**src/hw/trig_seq_pkg.sv**
```systemverilog
`default_nettype none
package trig_seq_pkg;

    // ------------------------------------------------------------
    // Register map (byte addresses)
    // ------------------------------------------------------------
    localparam logic [11:0] ADDR_CTRL = 12'h000;
    localparam logic [11:0] ADDR_DEBOUNCE = 12'h004;
    localparam logic [11:0] ADDR_EXPOSURE = 12'h008;
    localparam logic [11:0] ADDR_READOUT = 12'h00C;
    localparam logic [11:0] ADDR_SWTRIG = 12'h010;
    localparam logic [11:0] ADDR_STATUS = 12'h014;

    // ------------------------------------------------------------
    // Control register fields
    // ------------------------------------------------------------
    localparam int CTRL_ENABLE_BIT = 0;
    localparam int CTRL_PULSE_MODE_BIT = 1;
    localparam int CTRL_NEG_POL_BIT = 2;
    localparam int CTRL_SRC_BIT = 3;
    localparam int CTRL_OVERLAP_BIT = 4;
    localparam int CTRL_LINE_OUT_BIT = 5;
    localparam logic [31:0] CTRL_RESET = 32'h0000_0010;

    // ------------------------------------------------------------
    // Reset values of timing registers, in clock cycles
    // ------------------------------------------------------------
    localparam logic [23:0] DEBOUNCE_RESET = 24'h000019;
    localparam logic [23:0] EXPOSURE_RESET = 24'h0003E8;
    localparam logic [23:0] READOUT_RESET = 24'h0003E8;
    localparam logic [23:0] COUNT_ONE = 24'h000001;

    // Status register bit positions
    localparam int STAT_EXPOSING_BIT = 0;
    localparam int STAT_READOUT_BIT = 1;
    localparam int STAT_FILTERED_BIT = 2;
    localparam int STAT_WAIT_BIT = 3;

    // ------------------------------------------------------------
    // Types
    // ------------------------------------------------------------
    typedef enum logic [1:0] {
        ST_IDLE = 2'b00,
        ST_EXPOSE = 2'b01,
        ST_READOUT = 2'b11
    } seq_state_t;

    typedef struct packed {
        logic psel;
        logic penable;
        logic pwrite;
        logic [11:0] paddr;
        logic [31:0] pwdata;
    } apb_req_t;

    typedef struct packed {
        logic pready;
        logic pslverr;
        logic [31:0] prdata;
    } apb_rsp_t;

    typedef struct packed {
        logic [31:0] ctrl;
        logic [23:0] debounce;
        logic [23:0] exposure;
        logic [23:0] readout;
        logic sw_trig;
        logic raw;
        logic filt;
        logic filt_prev;
        logic [23:0] deb_cnt;
        seq_state_t state;
        logic [23:0] cnt;
        logic exposing;
        logic trig_wait;
        apb_rsp_t rsp;
    } seq_regs_t;

endpackage
`default_nettype wire

```
**src/hw/trigger_exposure_sequencer.sv**
```systemverilog
// Functional notes
// - Pulse mode, positive polarity: expose from rising edge to next falling edge.
// - Pulse mode, negative polarity: expose from falling edge to next rising edge.
// - Pulse mode exposure length equals filtered active level time, preset ignored.
// - Edge mode starts on selected active edge and runs preset exposure time.
// - Edge mode with overlap rejection drops edges during exposure or image output.
// - Active pulses shorter than debounce time are filtered and have no effect.
// - Exposing output is high during the whole exposure, low afterwards.
// - Trigger-wait output low from exposure start until image output ends.
//
// Added by the designer: the address map and the APB slave port.
`default_nettype none
module trigger_exposure_sequencer
    import trig_seq_pkg::*;
(
    // Clock and reset
    input wire logic mclk_in,
    input wire logic reset_n_in,
    // APB register bus
    input wire apb_req_t apb_in,
    output apb_rsp_t apb_out,
    // Trigger lines
    input wire logic isolated_trigger_input_in,
    input wire logic collector_bidir_line_in,
    output logic collector_bidir_line_out,
    output logic collector_bidir_line_oe_n_out,
    // Camera status
    output logic exposing_out,
    output logic trigger_wait_out,
    output logic readout_active_out
);

    // ------------------------------------------------------------
    // State
    // ------------------------------------------------------------
    seq_regs_t r_q;
    seq_regs_t r_d;

    logic sel_raw;
    logic active_lvl;
    logic rise;
    logic fall;
    logic start_edge;
    logic end_edge;
    logic hw_start;
    logic go;
    logic busy;
    logic wr_en;
    logic rd_en;

    // ------------------------------------------------------------
    // Trigger source selection and edge decode
    // ------------------------------------------------------------
    // Source picks the isolated input or the collector line
    assign sel_raw = r_q.ctrl[CTRL_SRC_BIT] ? collector_bidir_line_in : isolated_trigger_input_in;
    // Polarity folds into the active level
    assign active_lvl = sel_raw ^ r_q.ctrl[CTRL_NEG_POL_BIT];
    assign rise = r_q.filt & ~r_q.filt_prev;
    assign fall = ~r_q.filt & r_q.filt_prev;
    // Filtered level is polarity-normalised, so rise is always the active edge
    assign start_edge = rise;
    assign end_edge = fall;
    assign hw_start = start_edge | r_q.sw_trig;
    assign busy = r_q.state != ST_IDLE;
    assign go = r_q.ctrl[CTRL_ENABLE_BIT] & hw_start &
        ~(busy & r_q.ctrl[CTRL_OVERLAP_BIT]);
    assign wr_en = apb_in.psel & apb_in.penable & apb_in.pwrite;
    assign rd_en = apb_in.psel & ~apb_in.penable & ~apb_in.pwrite;

    // ------------------------------------------------------------
    // Next-state logic
    // ------------------------------------------------------------
    always_comb begin
        r_d = r_q;
        r_d.sw_trig = 1'b0;
        r_d.rsp.pready = 1'b1;
        r_d.rsp.pslverr = 1'b0;

        // Debounce: level change accepted only after stable for debounce time
        r_d.raw = active_lvl;
        r_d.filt_prev = r_q.filt;
        if (r_q.raw == r_q.filt) begin
            r_d.deb_cnt = '0;
        end else if (r_q.deb_cnt >= r_q.debounce) begin
            r_d.filt = r_q.raw;
            r_d.deb_cnt = '0;
        end else begin
            r_d.deb_cnt = r_q.deb_cnt + COUNT_ONE;
        end

        // Exposure sequencer
        unique case (r_q.state)
            ST_IDLE: begin
                if (go) begin
                    r_d.state = ST_EXPOSE;
                    r_d.cnt = r_q.exposure;
                    r_d.exposing = 1'b1;
                    r_d.trig_wait = 1'b0;
                end
            end
            ST_EXPOSE: begin
                if (r_q.ctrl[CTRL_PULSE_MODE_BIT]) begin
                    // Pulse mode ends on the filtered inactive edge
                    if (end_edge) begin
                        r_d.state = ST_READOUT;
                        r_d.cnt = r_q.readout;
                        r_d.exposing = 1'b0;
                    end
                end else if (r_q.cnt <= COUNT_ONE) begin
                    r_d.state = ST_READOUT;
                    r_d.cnt = r_q.readout;
                    r_d.exposing = 1'b0;
                end else begin
                    r_d.cnt = r_q.cnt - COUNT_ONE;
                end
            end
            ST_READOUT: begin
                if (r_q.cnt <= COUNT_ONE) begin
                    if (go) begin
                        // Overlap allowed: an edge in the last readout cycle restarts at once
                        r_d.state = ST_EXPOSE;
                        r_d.cnt = r_q.exposure;
                        r_d.exposing = 1'b1;
                    end else begin
                        r_d.state = ST_IDLE;
                        r_d.trig_wait = 1'b1;
                    end
                end else begin
                    r_d.cnt = r_q.cnt - COUNT_ONE;
                end
            end
            default: begin
                r_d.state = ST_IDLE;
                r_d.exposing = 1'b0;
                r_d.trig_wait = 1'b1;
            end
        endcase

        // APB writes take effect in the access phase
        if (wr_en) begin
            unique case (apb_in.paddr)
                ADDR_CTRL: r_d.ctrl = apb_in.pwdata;
                ADDR_DEBOUNCE: r_d.debounce = apb_in.pwdata[23:0];
                ADDR_EXPOSURE: r_d.exposure = apb_in.pwdata[23:0];
                ADDR_READOUT: r_d.readout = apb_in.pwdata[23:0];
                ADDR_SWTRIG: r_d.sw_trig = apb_in.pwdata[0];
                ADDR_STATUS: r_d.rsp.pslverr = 1'b0;
                default: r_d.rsp.pslverr = 1'b1;
            endcase
        end

        // APB read data registered in the setup phase
        if (rd_en) begin
            r_d.rsp.prdata = '0;
            unique case (apb_in.paddr)
                ADDR_CTRL: r_d.rsp.prdata = r_q.ctrl;
                ADDR_DEBOUNCE: r_d.rsp.prdata = {8'h00, r_q.debounce};
                ADDR_EXPOSURE: r_d.rsp.prdata = {8'h00, r_q.exposure};
                ADDR_READOUT: r_d.rsp.prdata = {8'h00, r_q.readout};
                ADDR_SWTRIG: r_d.rsp.prdata = '0;
                ADDR_STATUS: begin
                    r_d.rsp.prdata[STAT_EXPOSING_BIT] = r_q.exposing;
                    r_d.rsp.prdata[STAT_READOUT_BIT] = r_q.state == ST_READOUT;
                    r_d.rsp.prdata[STAT_FILTERED_BIT] = r_q.filt;
                    r_d.rsp.prdata[STAT_WAIT_BIT] = r_q.trig_wait;
                end
                default: r_d.rsp.prdata = '0;
            endcase
        end else if (apb_in.psel & ~apb_in.penable) begin
            r_d.rsp.prdata = '0;
        end

        // Error flag only answers unmapped reads and writes in the access phase
        if (apb_in.psel & apb_in.penable & ~apb_in.pwrite) begin
            unique case (apb_in.paddr)
                ADDR_CTRL, ADDR_DEBOUNCE, ADDR_EXPOSURE, ADDR_READOUT,
                ADDR_SWTRIG, ADDR_STATUS: r_d.rsp.pslverr = 1'b0;
                default: r_d.rsp.pslverr = 1'b1;
            endcase
        end
    end

    // ------------------------------------------------------------
    // State register
    // ------------------------------------------------------------
    always_ff @(posedge mclk_in or negedge reset_n_in) begin
        if (!reset_n_in) begin
            r_q <= '0;
            r_q.ctrl <= CTRL_RESET;
            r_q.debounce <= DEBOUNCE_RESET;
            r_q.exposure <= EXPOSURE_RESET;
            r_q.readout <= READOUT_RESET;
            r_q.state <= ST_IDLE;
            r_q.trig_wait <= 1'b1;
            r_q.rsp.pready <= 1'b1;
        end else begin
            r_q <= r_d;
        end
    end

    // ------------------------------------------------------------
    // Outputs
    // ------------------------------------------------------------
    // Bus answer: read data from flops, slverr combined with the access phase
    always_comb begin
        apb_out = r_q.rsp;
        apb_out.pready = 1'b1;
        apb_out.pslverr = apb_in.psel & apb_in.penable & r_q.rsp.pslverr & 1'b0;
        if (apb_in.psel & apb_in.penable) begin
            unique case (apb_in.paddr)
                ADDR_CTRL, ADDR_DEBOUNCE, ADDR_EXPOSURE, ADDR_READOUT,
                ADDR_SWTRIG, ADDR_STATUS: apb_out.pslverr = 1'b0;
                default: apb_out.pslverr = 1'b1;
            endcase
        end
    end

    assign exposing_out = r_q.exposing;
    assign trigger_wait_out = r_q.trig_wait;
    assign readout_active_out = r_q.state == ST_READOUT;
    // Collector line drives the wait signal when set as output; low enable means driving
    assign collector_bidir_line_out = r_q.trig_wait;
    assign collector_bidir_line_oe_n_out = ~r_q.ctrl[CTRL_LINE_OUT_BIT];

endmodule
`default_nettype wire

```
**config.mk**
```make
export PLATFORM = sky130hd
export DESIGN_NAME = trigger_exposure_sequencer
export DESIGN_NICKNAME = d
export VERILOG_FILES = /design/src/hw/trig_seq_pkg.sv /design/src/hw/trigger_exposure_sequencer.sv
export SDC_FILE = /design/constraint.sdc
export NUM_CORES = 1
export LEC_CHECK = 0
export BUFFER_PORTS_ARGS = -buffer_cell sky130_fd_sc_hd__buf_2
export CAP_MARGIN = 20
export CORE_UTILIZATION = 35
export CTS_CLUSTER_DIAMETER = 200
export CTS_CLUSTER_SIZE = 28
export DETAILED_ROUTE_END_ITERATION = 8
export GPL_TIMING_DRIVEN = 0
export PLACE_DENSITY = 0.6
export SYNTH_ARGS = -nofsm -noshare
export SYNTH_HDL_FRONTEND = slang
export SYNTH_SLANG_ARGS = --single-unit
```
**constraint.sdc**
```tcl
create_clock -name mclk_in -period 2.89 [get_ports mclk_in]
set_clock_uncertainty 0.1 [all_clocks]
set_input_delay 0.578 -clock mclk_in [delete_from_list [all_inputs] [get_ports mclk_in]]
set_output_delay 0.578 -clock mclk_in [all_outputs]
set_load 0.05 [all_outputs]
```
Word level (Yosys, flattened, before mapping)
Cells that the tools add are included.
- muxes and demuxes: 27
- add/sub/neg operators: 2
- bitwise gates (word level): 19
- reductions and logical operators: 15
- equal/unequal tests: 15
- order comparisons: 2
- operators by type and width (cell ; count):
    one-hot mux 28 bit (4 select lines) ; 1
    2-to-1 mux 24 bit ; 4
    one-hot mux 24 bit (3 select lines) ; 1
    2-to-1 mux 32 bit ; 2
    2-to-1 mux 27 bit ; 2
    2-to-1 mux 28 bit ; 1
    2-to-1 mux 25 bit ; 1
    adder 24 x 1 -> 24 bit, second input constant ; 1
    equality test 12 x 4 -> 1 bit, second input constant ; 2
    equality test 12 x 5 -> 1 bit, second input constant ; 2
    >= comparator 24 bit ; 1
    less-or-equal comparator 24 x 1 -> 1 bit, second input constant ; 1
    subtractor 24 x 1 -> 24 bit, second input constant ; 1
    one-hot mux 4 bit (5 select lines) ; 1
    equality test 12 x 3 -> 1 bit, second input constant ; 1
    zero test 12 bit ; 1
    AND reduction 4 bit ; 3
    AND reduction 2 bit ; 5
    bitwise AND 1 bit ; 9
    != test 3 bit, second input constant ; 3
    2-to-1 mux 1 bit ; 8
    inverter 1 bit ; 8
    2-to-1 mux 2 bit ; 3
    one-hot mux 1 bit (3 select lines) ; 2
    13 further kinds ; 16
- output and inout port bits: 39
- input port bits: 51
- flip-flop bits (word level): 192
- word-level logic and storage cells: 94

Longest topological paths before layout
- depth in word-level cells: 8
- mapped depth: 11
- depth with buffers taken out: 8

Least setup slack after synthesis
Ideal clock, no wire load.
- path kind: reg-to-reg
- start: reg r_q[36] in the netlist's numbering
- end: reg r_q[58] in the netlist's numbering
- required time: 2.725 ns
- data arrival time: 2.419 ns
- slack: 0.305 ns
- clock period less this slack: 2.585 ns
- cell stages (with the launch flop): 10
- library setup time: 0.065 ns
- path buffers: 1
- cell sequence: dfrtp_1 -> inv_1 -> ha_1 -> nor2_1 -> or4_1 -> or4_1 -> clkbuf_1 -> o31a_1 -> o21ai_0 -> o22a_1
- word-level cells in the longest chain between the ends: 4
- elaborated cells between the ends (all ways): 8
- those cells by class: add/sub (1); order compare (1); eq/ne (1); mux (4); reduce/logical (1)
- ends and longest elaborated chain (what ; line ; text):
    start: declaration ; trigger_exposure_sequencer.sv:36 ; seq_regs_t r_q;
    start signal: assignment ; trigger_exposure_sequencer.sv:197 ; r_q <= r_d;
    subtractor 24 x 1 -> 24 bit / less-or-equal comparator 24 x 1 -> 1 bit (equally long branches) ; n/a ;
    2-to-1 mux 24 bit ; trigger_exposure_sequencer.sv:109 ; end else if (r_q.cnt <= COUNT_ONE) begin
    2-to-1 mux 27 bit ; trigger_exposure_sequencer.sv:102 ; if (r_q.ctrl[CTRL_PULSE_MODE_BIT]) begin
    one-hot mux 24 bit (3 select lines) ; trigger_exposure_sequencer.sv:92 ; unique case (r_q.state)
Several ways; a longest one is shown, not always the timed one.
A chain may end at the register's enable or synchronous reset.

Worst setup path in the final report
- start: reg r_q[42] in the netlist's numbering
- end: reg r_q[36] in the netlist's numbering
- word-level cells in the longest chain between the ends: 4
- elaborated cells between the ends (all ways): 7
- those cells by class: order compare (1); eq/ne (1); mux (4); reduce/logical (1)
- ends and longest elaborated chain (what ; line):
    less-or-equal comparator 24 x 1 -> 1 bit (*) ; trigger_exposure_sequencer.sv:109, trigger_exposure_sequencer.sv:118
    2-to-1 mux 24 bit ; trigger_exposure_sequencer.sv:109
    2-to-1 mux 27 bit ; trigger_exposure_sequencer.sv:102
    one-hot mux 24 bit (3 select lines) ; trigger_exposure_sequencer.sv:92
Every way passes the cells marked *; elsewhere a longest branch is shown, timed or not.

==> impl_metrics.ini <==
[floorplanning]
dieArea_um2 = 29500
io_pins = 90
initial_core_util_pct = 35.9
die_h_um = 172
fp.dieW_um = 172
core.rowCount = 61
coreArea_um2 = 28100

[logic_synthesis]
synthMostInstantiatedCell = dfrtp_1
avgSynthCellArea_um2 = 10.2
synth_ff_type = dfrtp_1
netlist_instances = 993
ys_seq_area_share_pct = 47.8
yosys_warnings = 0
synth_edf_count = 0
synthTopCellsByCount = dfrtp_1 (175), nand2_1 (104), o21ai_0 (92), mux2_2 (85), nor2_1 (71)
ys_types = 62
syn_nets = 1075
synthTopCellsByArea = dfrtp_1 (43%), mux2_2 (9.5%), o21ai_0 (4.6%)
mappedNetlistArea_um2 = 10100
async_flop_share_pct = 100
ys_ff_latch = 192
synth_top_cell_by_area = dfrtp_1
netlist.area_leader.share_pct = 43.4

[critical_path]
crit_arrival_ns = 3.11
critPathMaxFanout = 8
cp_slowest_stage_delay_ns = 0.52
path_class = reg2reg
cp_cell_sequence = or4_1, buf_4, nor4_4, buf_4, a31oi_2, and2b_2, buf_4, buf_4, a221oi_2, o21ai_0
cp_slowest_cell = or4_1
path_common_cell = buf_4
startpoint_type = register
cp.required_ns = 3.16
end_kind = register

[sta]
maxSlewViolCount = 0
max_freq_ghz = 0.352
grt_setup_unrepaired = false
maxSlewHeadroom_pct = 48.7
finalSetupTns_ns = 0
hold_violations = 0
setup_violations = 0
setup_slack_ns = 0.0490
period_share_pct = 98.3
tightest_slew_ns = 0.770
fin_crit_ns = 2.84

[power]
intPower_mw = 4.04
leakage_nw = 5.56
p_sw_mw = 1.42
power_density_nw_per_um2 = 462
seqPwrFrac_pct = 49.7
switching_share_pct = 25.9
ir_drop_v = 0.000250
pwr-share-clk_pct = 43.4
comb_power_share_pct = 6.9
design_power_total_mw = 5.45

[route]
drc = 0
highest_layer = met4
via_per_inst = 5.40
wl_met2_mm = 14.1
ant_nets = 0
routed_wirelength_mm = 29.3
wl_met1_mm = 13.2
vias = 8067
avgRoutedWirePerCell_um = 19.6
drt_iter0_drc = 512
wl_met3_mm = 1.37
dr.pass1.iters = 5

[job]
drv_cap = 0

[clocking]
worst_skew_pair.late_latency_ns = 0.44
numCtsBuffers = 17
tritoncts = built
clock-root-buffer = clkbuf_16
path_clk_slew_ns = 0.07
max-clock-path-buffers = 2
numClockSinks = 192
ctsHtreeMaxLevel = 4
cts_hold_buf = 0

[grt]
grt_max_degree = 102
antenna_found_initial = 0
grt_pass1_vias = 7731
grt_pass1_wl_mm = 45.1
overflow = 0
track_usage_pct = 20.5

[final_layout]
final_nets = 1186
drive_gt1_share_pct = 27.6
stdcell_count = 1495
diodes = 0
fillCellCount = 2812
syn2layout_area_growth_pct = 17.0

[placed_design]
dpl_worst_slack_ns = -0.634
io_buffers = 86
place_congestion = 0.907
place_inst = 1458
dp_hpwl_mm = 21.9

[worst_hold_path]
worst_hold_path_type = in2async

[status]
outcome = complete, no violations
kinds of logic after synthesis:
group,after synthesis,synth area share [%]
other,1,0.0372
and+or+nand+nor,285,13.4
DFF,192,47.8
muxes,91,10.1
AOI/OAI and AO/OA,234,15.8
xor gates and xnor gates,32,2.78
adders and majority gates,31,3.84
buffers and inverters,127,6.19
state kept, by name, summed over array words and instances, names as in the netlist:
name / count
apb_out: 32
exposing_out: 1
r_q: 157
collector_bidir_line_out: 1
r_d: 1
metal layers:
| metal | global-route usage [%] | vias up |
|---|---|---|
| li1 | - | 3782 |
| met1 | 28.0 | 4026 |
| met2 | 33.5 | 223 |
| met3 | 2.85 | 36 |
| met4 | 6.46 | 0 |
| met5 | 0 | - |
power groups by stage:
stage          Combinational (mW)  Sequential, mW  Clock (mW)
2_1_floorplan               0.177            2.76           0
3_3_place_gp                0.350            2.76           0
3_5_place_dp                0.356            2.76           0
4_1_cts                     0.368            2.71        2.41
5_1_grt                     0.409            2.71        2.52
6_report                    0.374            2.71        2.37
cell usage in the layout (no fill, tap or decap), types with 4 or more instances in the layout:
master and instances:
a21o_1 5, a21oi_1 21, a221oi_1 36, a22o_1 23
a22oi_1 5, and3_1 7, buf_1 5, buf_2 87
buf_4 44, clkbuf_1 32, clkbuf_16 17, clkbuf_2 5
dfrtp_1 174, dfstp_2 17, ha_1 31, inv_1 40
inv_6 5, mux2_2 85, mux2i_1 6, nand2_1 104
nand2b_1 6, nand3_1 20, nand4_1 9, nor2_1 71
nor2b_1 4, nor3_1 15, nor4_1 12, o211ai_1 8
o21ai_0 88, o21ai_1 10, o22a_1 4, or3_1 6
or4_1 4, or4_4 4, xnor2_1 19, xor2_1 13
worst max-delay path, delay by kind of cell (launching register included):
family,cells,cell delay [ns]
AOI/OAI and AO/OA,3,0.41
and+or+nand+nor,3,1.17
DFF,1,0.44
buffers and inverters,4,0.64
path summary, 6_finish.rpt:
path | from | endpoint | slack [ns] | depth (start not counted)
max | r_q[42] | r_q[36] | 0.05 | 10
min | reset_n_in | r_q[42] | 0.009 | 1
max reg2reg | r_q[42] | r_q[36] | 0.05 | 10
min reg2reg | apb_out[29] | apb_out[29] | 0.38 | 2
max in group asynchronous | reset_n_in | r_q[81] | 1.74 | 2
min in group mclk_in | apb_in[30] | r_q[192] | 0.26 | 2
layout make-up:
class	instances	area, um^2	area share [%]
timing repair buffer	94	520	4.41
inverter	40	150	1.27
sequential	192	4830	40.9
multi-input combinational	674	4760	40.3
tap	378	473	4.01
buffer	85	493	4.18
clock inverter	15	153	1.29
clock buffer	17	425	3.60
through the flow:
stage | utilization [%] | hold WS (ns) | cell area (um^2)
6_report | 42.0 | 0.00856 | 11800
5_1_grt | 42.0 | 0.0705 | 11800
4_1_cts | 41.8 | 0.0688 | 11700
3_5_place_dp | 39.3 | 0.372 | 11000
3_3_place_gp | 39.1 | 0.367 | 11000
2_1_floorplan | - | 0.182 | 10100
timing repair:
action,CTS,global route
pin swaps,3,3
endpoints found under the setup margin,94,91
setup buffers,5,2
gates resized for setup,19,27
Note: power is estimated with default switching activity, not from simulation.
